File: config.mk
export PLATFORM = sky130hd
export DESIGN_NAME = pmes_error_status
export DESIGN_NICKNAME = d
export VERILOG_FILES = /design/src/core/pmes_pkg.sv /design/src/core/pmes_chan_flags.sv /design/src/core/pmes_irq.sv /design/src/core/pmes_error_status.sv
export SDC_FILE = /design/constraint.sdc
export NUM_CORES = 1
export LEC_CHECK = 0
export ABC_AREA = 1
export ABC_CLOCK_PERIOD_IN_PS = 1900
export BUFFER_PORTS_ARGS = -buffer_cell sky130_fd_sc_hd__clkbuf_2
export CAP_MARGIN = 20
export CORE_ASPECT_RATIO = 0.8
export CORE_MARGIN = 5
export CORE_UTILIZATION = 33
export DETAILED_ROUTE_END_ITERATION = 8
export GPL_TIMING_DRIVEN = 0
export PLACE_DENSITY_LB_ADDON = 0.25
export SETUP_SLACK_MARGIN = 0.2
export SKIP_LAST_GASP = 1
export SLEW_MARGIN = 5
export SYNTH_ARGS = -nofsm -noshare
export SYNTH_HDL_FRONTEND = slang
export SYNTH_HIERARCHICAL = 1
export SYNTH_SLANG_ARGS = --single-unit
File: constraint.sdc
create_clock -name clk -period 1.9 [get_ports clk]
set_clock_uncertainty 0.05 [all_clocks]
set_input_delay 0.19 -clock clk [delete_from_list [all_inputs] [get_ports clk]]
set_output_delay 0.19 -clock clk [all_outputs]
set_load 0.1 [all_outputs]
File: src/core/pmes_pkg.sv
// package: constants and types for the pulse module error status block
// Operation
// undervoltage flag only when supply present but low
// sensor supply fault sticky until clear request
// one-shot load failure sticky, blocks auxiliary field
// pulse output error flag follows its condition
// output A short sticky until clear request
// output B short or manual both-high, sticky
// setpoint invalid flag clears on valid read
// aux invalid flag, continuous mode only
// channel 0 status byte 0, channel 1 byte 8
// invalid flags read zero while value valid
// clear request resets four sticky flags while high
// channel 1 status only in two-channel configuration
// persisting cause sets flag again after release
`default_nettype none
package pmes_pkg;
	// register byte offsets
	localparam logic [7:0] PMES_OFS_ERR0    = 8'h00;
	localparam logic [7:0] PMES_OFS_ERR1    = 8'h08;
	localparam logic [7:0] PMES_OFS_CTRL0   = 8'h10;
	localparam logic [7:0] PMES_OFS_CTRL1   = 8'h14;
	localparam logic [7:0] PMES_OFS_CFG     = 8'h18;
	localparam logic [7:0] PMES_OFS_IRQ_STS = 8'h1c;
	localparam logic [7:0] PMES_OFS_IRQ_MSK = 8'h20;
	// error status bit positions
	localparam int PMES_BIT_UV     = 0;
	localparam int PMES_BIT_SENSOR = 1;
	localparam int PMES_BIT_LOAD   = 2;
	localparam int PMES_BIT_PULSE  = 3;
	localparam int PMES_BIT_OUTA   = 4;
	localparam int PMES_BIT_OUTB   = 5;
	localparam int PMES_BIT_SETPT  = 6;
	localparam int PMES_BIT_AUX    = 7;
	// control register bit positions
	localparam int PMES_CTL_CLR = 0;
	localparam int PMES_CTL_SRC = 1;
	localparam int PMES_CTL_MA  = 3;
	localparam int PMES_CTL_MB  = 4;
	// configuration register bit positions
	localparam int PMES_CFG_TWO   = 0;
	localparam int PMES_CFG_CONT0 = 1;
	// reset values
	localparam logic [7:0]  PMES_CTRL_RST = 8'h00;
	localparam logic [2:0]  PMES_CFG_RST  = 3'h1;
	localparam logic [15:0] PMES_MSK_RST  = 16'h0000;
	localparam logic [7:0]  PMES_FLAG_RST = 8'h00;
	// condition inputs of one channel
	typedef struct packed {
		logic supplyPresent;  // module supply detected
		logic supplyLow;      // module supply below limit
		logic sensorFault;    // switched supply short/overload
		logic loadFail;       // one-shot load attempt failed
		logic pulseError;     // pulse output error present
		logic shortA;         // short on pin A
		logic shortB;         // short on pin B
		logic setpointStrobe; // setpoint value read this cycle
		logic setpointValid;  // that setpoint value is valid
		logic auxStrobe;      // auxiliary value read this cycle
		logic auxValid;       // that auxiliary value is valid
	} pmes_cond_t;
	// control bits of one channel
	typedef struct packed {
		logic clearReq;     // clear_errors_request
		logic sourceSelect; // output_source_select
		logic manualA;      // manual_level_a
		logic manualB;      // manual_level_b
	} pmes_ctrl_t;
endpackage
`default_nettype wire

File: src/core/pmes_chan_flags.sv
// module: error flags of one pulse output channel
`timescale 1ns/100ps
`default_nettype none
module pmes_chan_flags
	import pmes_pkg::*;
(
	// clock and reset
	input  wire logic       clk,
	input  wire logic       reset_n,
	// conditions and control
	input  wire pmes_cond_t cond,
	input  wire pmes_ctrl_t ctrl,
	input  wire logic       continuousMode,
	// flag byte
	output logic [7:0]      flags_q
);
	logic manualBoth;   // manual drive of both pins high
	logic uvFlag_q;     // supply present but low
	logic pulseFlag_q;  // pulse output error present
	logic sensorFlag_q; // sensor supply fault, sticky
	logic loadFlag_q;   // one-shot load failure, sticky
	logic outAFlag_q;   // pin A short, sticky
	logic outBFlag_q;   // pin B short or both-high, sticky
	logic setptFlag_q;  // last setpoint read was invalid
	logic auxFlag_q;    // last auxiliary read was invalid
	assign manualBoth = !ctrl.sourceSelect && ctrl.manualA && ctrl.manualB;

	// level flags follow their condition each cycle
	always_ff @(posedge clk or negedge reset_n)
	begin
		if (!reset_n)
		begin
			uvFlag_q    <= 1'b0;
			pulseFlag_q <= 1'b0;
		end
		else
		begin
			uvFlag_q    <= cond.supplyPresent && cond.supplyLow;
			pulseFlag_q <= cond.pulseError;
		end
	end

	// sticky flags: clear request held high wins, cause re-sets after release
	always_ff @(posedge clk or negedge reset_n)
	begin
		if (!reset_n)
		begin
			sensorFlag_q <= 1'b0;
			loadFlag_q   <= 1'b0;
			outAFlag_q   <= 1'b0;
			outBFlag_q   <= 1'b0;
		end
		else if (ctrl.clearReq)
		begin

			sensorFlag_q <= 1'b0;
			loadFlag_q   <= 1'b0;
			outAFlag_q   <= 1'b0;
			outBFlag_q   <= 1'b0;
		end
		else
		begin
			// persisting causes set again here, see
			if (cond.sensorFault)
				sensorFlag_q <= 1'b1;
			if (cond.loadFail && !continuousMode)
				loadFlag_q <= 1'b1;
			if (cond.shortA)
				outAFlag_q <= 1'b1;
			if (cond.shortB || manualBoth)
				outBFlag_q <= 1'b1;
		end
	end

	// setpoint flag updates only on a setpoint read; aux flag updates on an aux read, held at zero outside continuous mode
	always_ff @(posedge clk or negedge reset_n)
	begin
		if (!reset_n)
		begin
			setptFlag_q <= 1'b0;
			auxFlag_q   <= 1'b0;
		end
		else
		begin
			if (cond.setpointStrobe)
				setptFlag_q <= !cond.setpointValid;
			if (!continuousMode)
				auxFlag_q <= 1'b0;
			else if (cond.auxStrobe)
				auxFlag_q <= !cond.auxValid;
		end
	end

	// flag byte assembled by bit position, one driver for all bits
	always_comb
	begin
		flags_q                  = PMES_FLAG_RST;
		flags_q[PMES_BIT_UV]     = uvFlag_q;
		flags_q[PMES_BIT_SENSOR] = sensorFlag_q;
		flags_q[PMES_BIT_LOAD]   = loadFlag_q;
		flags_q[PMES_BIT_PULSE]  = pulseFlag_q;
		flags_q[PMES_BIT_OUTA]   = outAFlag_q;
		flags_q[PMES_BIT_OUTB]   = outBFlag_q;
		flags_q[PMES_BIT_SETPT]  = setptFlag_q;
		flags_q[PMES_BIT_AUX]    = auxFlag_q;
	end
endmodule
`default_nettype wire

File: src/core/pmes_irq.sv
// module: sticky interrupt status with mask and level output
`timescale 1ns/100ps
`default_nettype none
module pmes_irq
	import pmes_pkg::*;
#(
	parameter int W = 16
)
(
	// clock and reset
	input  wire logic         clk,
	input  wire logic         reset_n,
	// events and software side
	input  wire logic [W-1:0] events,
	input  wire logic         readClear,
	input  wire logic [W-1:0] mask,
	// results
	output logic [W-1:0]      status_q,
	output logic              irq
);
	// read clears, a new event in the same cycle still lands
	always_ff @(posedge clk or negedge reset_n)
	begin
		if (!reset_n)
			status_q <= '0;
		else
			status_q <= (readClear ? '0 : status_q) | events;
	end

	// one level output over all unmasked bits
	assign irq = |(status_q & mask);
endmodule
`default_nettype wire

File: src/core/pmes_error_status.sv
// module: error status bank of a two-channel pulse output module
//
// Design decision made here: the APB slave port.
`timescale 1ns/100ps
`default_nettype none
module pmes_error_status
	import pmes_pkg::*;
#(
	parameter int CH = 2 // channel count
)
(
	// clock and reset
	input  wire logic                clk,
	input  wire logic                reset_n,
	// apb slave
	input  wire logic [7:0]          paddr,
	input  wire logic                psel,
	input  wire logic                penable,
	input  wire logic                pwrite,
	input  wire logic [31:0]         pwdata,
	output logic [31:0]              prdata,
	output logic                     pready,
	output logic                     pslverr,
	// channel conditions
	input  wire pmes_cond_t [CH-1:0] cond,
	// sequence driven pin levels
	input  wire logic [CH-1:0]       seqA,
	input  wire logic [CH-1:0]       seqB,
	// pin drive
	output logic [CH-1:0]            pulsePinA,
	output logic [CH-1:0]            pulsePinB,
	// auxiliary field usable
	output logic [CH-1:0]            slotUsable,
	// interrupt
	output logic                     irq
);
	// control registers, one per channel
	logic [7:0]       ctrl_q [CH];
	// configuration register
	logic [2:0]       cfg_q;
	// interrupt mask
	logic [15:0]      mask_q;
	// read data register
	logic [31:0]      prdata_q;
	// flag bytes
	logic [7:0]       flags [CH];
	// flags seen last cycle
	logic [7:0]       flagsPrev_q [CH];
	// decoded control per channel
	pmes_ctrl_t       ctrlBits [CH];
	// channel enabled by configuration
	logic [CH-1:0]    chanOn;
	// continuous load mode per channel
	logic [CH-1:0]    contMode;
	// conditions as seen by each channel
	pmes_cond_t       condGated [CH];
	// interrupt events and status
	logic [15:0]      irqEvents;
	logic [15:0]      irqStatus;
	// status bits that arrived after the read snapshot
	logic [15:0]      irqKeep;
	// bus phases
	logic             setupPh;
	logic             accessPh;
	logic             wrAcc;
	logic             rdAcc;
	// address decode
	logic             hitErr0;
	logic             hitErr1;
	logic             hitCtrl0;
	logic             hitCtrl1;
	logic             hitCfg;
	logic             hitSts;
	logic             hitMsk;
	logic             hitAny;
	// read data picked in setup
	logic [31:0]      rdMux;

	// bus phase decode
	assign setupPh  = psel && !penable;
	assign accessPh = psel && penable;
	assign wrAcc    = accessPh && pwrite;
	assign rdAcc    = accessPh && !pwrite;

	// register map, byte offsets, one 32-bit word each:
	//   0x00 channel 0 error status, read only
	//   0x08 channel 1 error status, read only, zero with one channel
	//   0x10 channel 0 control
	//   0x14 channel 1 control
	//   0x18 configuration
	//   0x1c interrupt status, cleared by its read
	//   0x20 interrupt mask
	// error status byte layout:
	//   bit 0 supply undervoltage, follows its cause
	//   bit 1 sensor supply fault, sticky
	//   bit 2 one-shot load failure, sticky
	//   bit 3 pulse output error, follows its cause
	//   bit 4 pin A short, sticky
	//   bit 5 pin B short or manual both-high, sticky
	//   bit 6 setpoint invalid, updated on a setpoint read
	//   bit 7 auxiliary value invalid, continuous mode only
	// control byte layout:
	//   bit 0 clear request, a level that wins over the causes of the four sticky flags
	//   bit 1 source select, 1 hands the pins to the sequence
	//   bit 3 manual level of pin A
	//   bit 4 manual level of pin B
	// configuration layout:
	//   bit 0 two-channel setup, enables channel 1
	//   bit 1 continuous load mode of channel 0
	//   bit 2 continuous load mode of channel 1
	// flags trail their cause by one cycle, interrupt status by two

	// address decode, whole aligned words only
	assign hitErr0  = (paddr == PMES_OFS_ERR0);
	assign hitErr1  = (paddr == PMES_OFS_ERR1);
	assign hitCtrl0 = (paddr == PMES_OFS_CTRL0);
	assign hitCtrl1 = (paddr == PMES_OFS_CTRL1);
	assign hitCfg   = (paddr == PMES_OFS_CFG);
	assign hitSts   = (paddr == PMES_OFS_IRQ_STS);
	assign hitMsk   = (paddr == PMES_OFS_IRQ_MSK);
	assign hitAny   = hitErr0 || hitErr1 || hitCtrl0 || hitCtrl1
		|| hitCfg || hitSts || hitMsk;

	// zero wait state: every access phase completes at once
	assign pready  = 1'b1;
	// unmapped address answers with an error
	assign pslverr = accessPh && !hitAny;
	// read data held in a register from the setup cycle
	assign prdata  = prdata_q;

	// a status read clears only the bits it reported; bits that
	// landed after the setup snapshot survive into the next read
	assign irqKeep = (rdAcc && hitSts) ? (irqStatus & ~prdata_q[15:0]) : 16'h0000;

	// configuration bits to channel controls
	assign chanOn[0]   = 1'b1;
	assign contMode[0] = cfg_q[PMES_CFG_CONT0];

	// per-channel enable, mode and control fields
	genvar g;
	generate
		for (g = 0; g < CH; g++)
		begin : gChan
			if (g > 0)
			begin : gUpper
				// upper channel only in two-channel setup, see
				assign chanOn[g]   = cfg_q[PMES_CFG_TWO];
				assign contMode[g] = cfg_q[PMES_CFG_CONT0 + 1];
			end
			// field view of the control byte
			assign ctrlBits[g].clearReq     = ctrl_q[g][PMES_CTL_CLR];
			assign ctrlBits[g].sourceSelect = ctrl_q[g][PMES_CTL_SRC];
			assign ctrlBits[g].manualA      = ctrl_q[g][PMES_CTL_MA];
			assign ctrlBits[g].manualB      = ctrl_q[g][PMES_CTL_MB];
			// a disabled channel sees no faults
			assign condGated[g] = chanOn[g] ? cond[g] : '0;
			// flag logic of this channel
			pmes_chan_flags uFlags
			(
				.clk            (clk),
				.reset_n        (reset_n),
				.cond           (condGated[g]),
				.ctrl           (ctrlBits[g]),
				.continuousMode (contMode[g]),
				.flags_q        (flags[g])
			);
			// rising flag edges become interrupt events
			assign irqEvents[8*g +: 8] = flags[g] & ~flagsPrev_q[g];
		end
	endgenerate

	// unused event bits above the channel count
	if (CH < 2)
	begin : gPadEv
		assign irqEvents[15:8*CH] = '0;
	end

	// flag history for edge detection
	always_ff @(posedge clk or negedge reset_n)
	begin
		if (!reset_n)
		begin
			// no history, so no false edge after reset
			for (int i = 0; i < CH; i++)
				flagsPrev_q[i] <= PMES_FLAG_RST;
		end
		else
		begin
			// remember this cycle's flags
			for (int i = 0; i < CH; i++)
				flagsPrev_q[i] <= flags[i];
		end
	end

	// control register writes
	always_ff @(posedge clk or negedge reset_n)
	begin
		if (!reset_n)
		begin
			for (int i = 0; i < CH; i++)
				ctrl_q[i] <= PMES_CTRL_RST;
		end
		else if (wrAcc)
		begin
			// only the defined control bits are kept
			if (hitCtrl0)
			begin
				// channel 0 control byte
				ctrl_q[0] <= pwdata[7:0] & 8'h1b;
			end
			if (hitCtrl1 && CH > 1)
			begin
				// upper channel control byte, absent with one channel
				ctrl_q[CH-1] <= pwdata[7:0] & 8'h1b;
			end
		end
	end

	// configuration register write
	always_ff @(posedge clk or negedge reset_n)
	begin
		if (!reset_n)
			cfg_q <= PMES_CFG_RST;
		else if (wrAcc && hitCfg)
			cfg_q <= pwdata[2:0];
	end

	// interrupt mask write
	always_ff @(posedge clk or negedge reset_n)
	begin
		if (!reset_n)
			mask_q <= PMES_MSK_RST;
		else if (wrAcc && hitMsk)
			mask_q <= pwdata[15:0];
	end

	// sticky interrupt status, cleared by its read
	pmes_irq #(
		.W (16)
	) uIrq
	(
		.clk       (clk),
		.reset_n   (reset_n),
		.events    (irqEvents | irqKeep),
		.readClear (rdAcc && hitSts),
		.mask      (mask_q),
		.status_q  (irqStatus),
		.irq       (irq)
	);

	// read multiplexer
	always_comb
	begin
		rdMux = 32'h0000_0000;
		if (hitErr0)
		begin
			// channel 0 status, see
			rdMux[7:0] = flags[0];
		end
		else if (hitErr1)
		begin
			// channel 1 status reads zero unless two channels, see
			if (CH > 1 && chanOn[CH-1])
				rdMux[7:0] = flags[CH-1];
		end
		else if (hitCtrl0)
		begin
			rdMux[7:0] = ctrl_q[0];
		end
		else if (hitCtrl1)
		begin
			if (CH > 1)
				rdMux[7:0] = ctrl_q[CH-1];
		end
		else if (hitCfg)
		begin
			rdMux[2:0] = cfg_q;
		end
		else if (hitSts)
		begin
			rdMux[15:0] = irqStatus;
		end
		else if (hitMsk)
		begin
			rdMux[15:0] = mask_q;
		end
		else
		begin
			// unmapped reads as zero
			rdMux = 32'h0000_0000;
		end
	end

	// read data captured in the setup cycle
	always_ff @(posedge clk or negedge reset_n)
	begin
		if (!reset_n)
			prdata_q <= 32'h0000_0000;
		else if (setupPh && !pwrite)
			prdata_q <= rdMux;
	end

	// pin drive: sequence or manual levels
	always_ff @(posedge clk or negedge reset_n)
	begin
		if (!reset_n)
		begin
			pulsePinA <= '0;
			pulsePinB <= '0;
		end
		else
		begin
			for (int i = 0; i < CH; i++)
			begin
				if (!chanOn[i])
				begin
					// disabled channel keeps pins low
					pulsePinA[i] <= 1'b0;
					pulsePinB[i] <= 1'b0;
				end
				else if (ctrlBits[i].sourceSelect)
				begin
					// sequence owns the pins
					pulsePinA[i] <= seqA[i];
					pulsePinB[i] <= seqB[i];
				end
				else
				begin
					// manual: both high refused, pin B held low, see
					pulsePinA[i] <= ctrlBits[i].manualA;
					pulsePinB[i] <= ctrlBits[i].manualB && !ctrlBits[i].manualA;
				end
			end
		end
	end

	// auxiliary field locked while load failure pending
	always_ff @(posedge clk or negedge reset_n)
	begin
		if (!reset_n)
			slotUsable <= '0;
		else
		begin
			for (int i = 0; i < CH; i++)
				slotUsable[i] <= chanOn[i] && !flags[i][PMES_BIT_LOAD];
		end
	end
endmodule
`default_nettype wire

==> key figures <==
Global route
  – First-pass GRT wire length: 22000 um
  – Pin count of the biggest net entering global routing: 98
  – Global Route Usage Sum: 15.8%
  – Initial antenna violation count: 0
  – Vias in the first global route: 4220
  – GRT Residual Overflow: 0

Worst setup path
  – Number of cells on the critical path: 5
  – Reg2reg path depth: 7
  – Worst path top cell family by delay: flip-flops
  – CP arrival: 1.42 ns
  – CP max FO: 4
  – Worst path max stage delay: 0.45 ns
  – CP Launch Type: flop
  – Required @ worst endpoint: 1.66 ns
  – Critical path class: reg -> out
  – Worst Path Buf+Inv: 1
  – R2r setup slk: 0.38 ns
  – Crit. End Element: output pin
  – CP Cell Sequence: nand2_1, nand4_1, nor2_2, nand2_2, clkbuf_16
  – Critical Path Slowest Stage Cell: dfrtp_2

Synth
  – Largest cells by area after synthesis: dfrtp_1 48%, nand2_1 9.5%, inv_1 7.7%, buf_4 5.0%, nor2_1 4.0%
  – Largest family of logic cells by synthesized area: simple AND/OR/NAND/NOR gates
  – Post-Synth Simple-Gate Area: 23.2%
  – Post-synthesis compound-gate area fraction: 12.3%
  – Synth area leader: dfrtp_1
  – Mux cell area share after synthesis: 0.606%
  – Sequential share of the synthesized area: 49.0%
  – Yosys top cell area share: 48.5%
  – Synth unique cells: 38
  – Synth async-reset ratio: 100%
  – EDFF count, synth: 0
  – FF+latch count, synth: 97
  – Synth Instances: 595
  – Syn Area/Cell: 8.33 um^2
  – Ys flop type: dfrtp_1
  – Post-synth design cell area: 4960 um^2
  – Synth warnings: 6
  – Post-Synth XOR/XNOR Area: 0%
  – Synth Area in Adders: 0%

Clock tree
  – Clock-pin slew on the worst setup and hold paths: 0.06 ns
  – Clk Latency, worst-skew pair: 0.35 ns
  – Clk root buf: clkbuf_16
  – Clock tree sinks: 97
  – H-tree levels: 3
  – TritonCTS Buffers: 9
  – Maximum buffer depth of the clock tree: 2
  – CTS tree: yes

STA
  – Setup TNS Final: 0 ns
  – Fmax: 0.603 GHz
  – Worst Max-Slew Pin Slew: 0.783 ns
  – PnR worst setup slack: 0.242 ns
  – Fin crit period: 1.66 ns
  – Final cycle utilization of the critical path: 87.3%
  – RSZ-0062 raised after global routing: true
  – Final Setup Violations: 0
  – Final Max Tran Viols: 0
  – Final Hold Viols: 0
  – Rel. slew slack: 47.8%
  – WHS: 0.00743 ns

Route
  – Antenna-violating nets left: 0
  – Vias per std cell: 4.52
  – Drt wl/cell: 14.7 um
  – Routed WL: 13400 um
  – DR vias: 4126
  – Initial DRC count: 248
  – DR pass1 iterations: 5
  – Post-route DRC: 0

Power and ir drop
  – Peak VDD IR: 0.423 mV
  – Pleak: 0.00349 uW
  – Power per Cell Area: 760 nW/um^2
  – Pwr Total: 4780 uW

Placement
  – Dpl hpwl: 9860 um
  – # port buffers: 78
  – Placed cell areas: 5730 um^2
  – DP Worst Slack: -0.188 ns
  – GPL Wtd Cong: 0.893

Die
  – Initial Util: 33.4%
  – Io pins: 112
  – Core Area: 14900 um^2
  – Die X: 147 um
  – Die height: 120 um
  – DIE AREA: 17600 um^2
  – Row cnt: 40

Cells and area
  – Area of the multi-input gates: 1920 um^2
  – Nets: 790
  – Sequential standard cell area: 2430 um^2
  – Final instance area: 6290 um^2
  – Share of layout cells above drive strength 1: 29.7%
  – Layout filler cell count: 1490
  – Antenna cells: 0
  – Area Growth Syn to Fin: 26.9%

Hold path
  – Hold path depth: 3
  – HP Class: in -> reg

Flow run
  – # Max-Cap Violations: 0

Outcome
  – Status: finished, final reports clean
layout make-up:
cell class	instances	share of cell area (%)
clock inverters	5	1.27
flip-flops and latches	97	38.7
clock buffers	11	3.86
inverters	106	6.64
multi-input cells	360	30.5
plain buffers	47	5.79
well taps	189	3.76
repair buffers	98	9.53
cells by family (layout without fill, tap and decap cells):
group           after synthesis  count (layout)
simple gates                248             248
buf+inv                     153             267
other cells                   2              17
compound gates               93              93
mux                           2               2
flops                        97              97
routing by layer:
metal | vias up | GRT usage [%] | share of wire [%]
met5 | - | 0 | 0
met4 | 0 | 4.02 | 1.5
met3 | 17 | 4.15 | 6.3
met2 | 124 | 23.9 | 44
met1 | 1934 | 22.6 | 48
li1 | 2051 | - | -
cells in the mapped netlist, types with 7 or more instances:
| library cell | n |
|---|---|
| o22ai_1 | 9 |
| nor2_1 | 53 |
| a21oi_1 | 24 |
| nand2_2 | 10 |
| dfrtp_1 | 96 |
| o21ai_2 | 9 |
| nand3_1 | 31 |
| o21bai_2 | 9 |
| inv_1 | 102 |
| o21ai_0 | 29 |
| clkbuf_1 | 7 |
| nand2_1 | 126 |
| buf_4 | 33 |
timing repair:
item                       CTS  global route
gates cloned                 0             0
hold endpoints to repair   100             0
resized for setup            8            17
pin swaps                    1             9
setup endpoints to repair    9             8
hold buffers                 7             0
buffers inserted             1            12
cells in the final DEF, fill, tap and decap left out, drive strengths merged:
| cell type | count |
|---|---|
| clkinvlp | 2 |
| buf | 56 |
| o211ai | 3 |
| inv | 106 |
| mux2 | 2 |
| nor4 | 1 |
| clkbuf | 93 |
| nor3 | 4 |
| a21oi | 24 |
| dfrtp | 96 |
| nand4 | 4 |
| nand3b | 7 |
| o22ai | 9 |
| a22o | 1 |
| conb | 17 |
| bufinv | 2 |
| dlygate4sd3 | 7 |
| nor2 | 61 |
| o21bai | 16 |
| o21ai | 39 |
| a31oi | 1 |
| nand3 | 32 |
| dfstp | 1 |
| nand2 | 138 |
| clkinv | 1 |
| or2 | 1 |
through the flow:
| stage | instances | util (%) |
|---|---|---|
| after CTS | 901 | 41.4 |
| after global routing | 913 | 42.3 |
| after global placement | 877 | 38.5 |
| after detailed placement | 877 | 38.5 |
| final | 913 | 42.3 |
| after floorplan | 610 | - |
power by group:
part	internal, uW	leakage, uW	total, uW	switching, uW
logic	202	0.00218	629	426
clock network	1190	0.000152	1970	781
registers	2140	0.00116	2190	45.7
registers in the layout, summed over array words and instances (netlist names):
signal	flops
pulsePinA	2
pulsePinB	2
gChan.uFlags/outBFlag_q	2
prdata	16
gChan.uFlags/auxFlag_q	2
gChan.uFlags/setptFlag_q	2
flagsPrev_q	16
slotUsable	2
gChan.uFlags/outAFlag_q	2
uIrq/status_q	16
gChan.uFlags/sensorFlag_q	2
cfg_q	3
gChan.uFlags/pulseFlag_q	2
gChan.uFlags/uvFlag_q	2
mask_q	16
gChan.uFlags/loadFlag_q	2
ctrlBits	8
final timing paths:
check                                              start                            to
worst max-delay path                    uIrq/status_q[0]                           irq
worst min-delay path                             cond[8]  gChan[0].uFlags/sensorFlag_q
worst max register to register                  cfg_q[0]     gChan[1].uFlags/auxFlag_q
worst min register to register  gChan[1].uFlags/uvFlag_q                flagsPrev_q[0]
max in group asynchronous                        reset_n              uIrq/status_q[4]
min in group asynchronous                        reset_n                    prdata[12]
worst register-to-register path, cell delays in order (launching register included):
cell and delay [ns]:
dfstp_2 0.57, clkbuf_2 0.26, clkbuf_2 0.26, nand2_1 0.07
inv_1 0.08, nand2_1 0.05, nand2_1 0.05, nor2_1 0.04
Power figures use the tool's default switching activity.
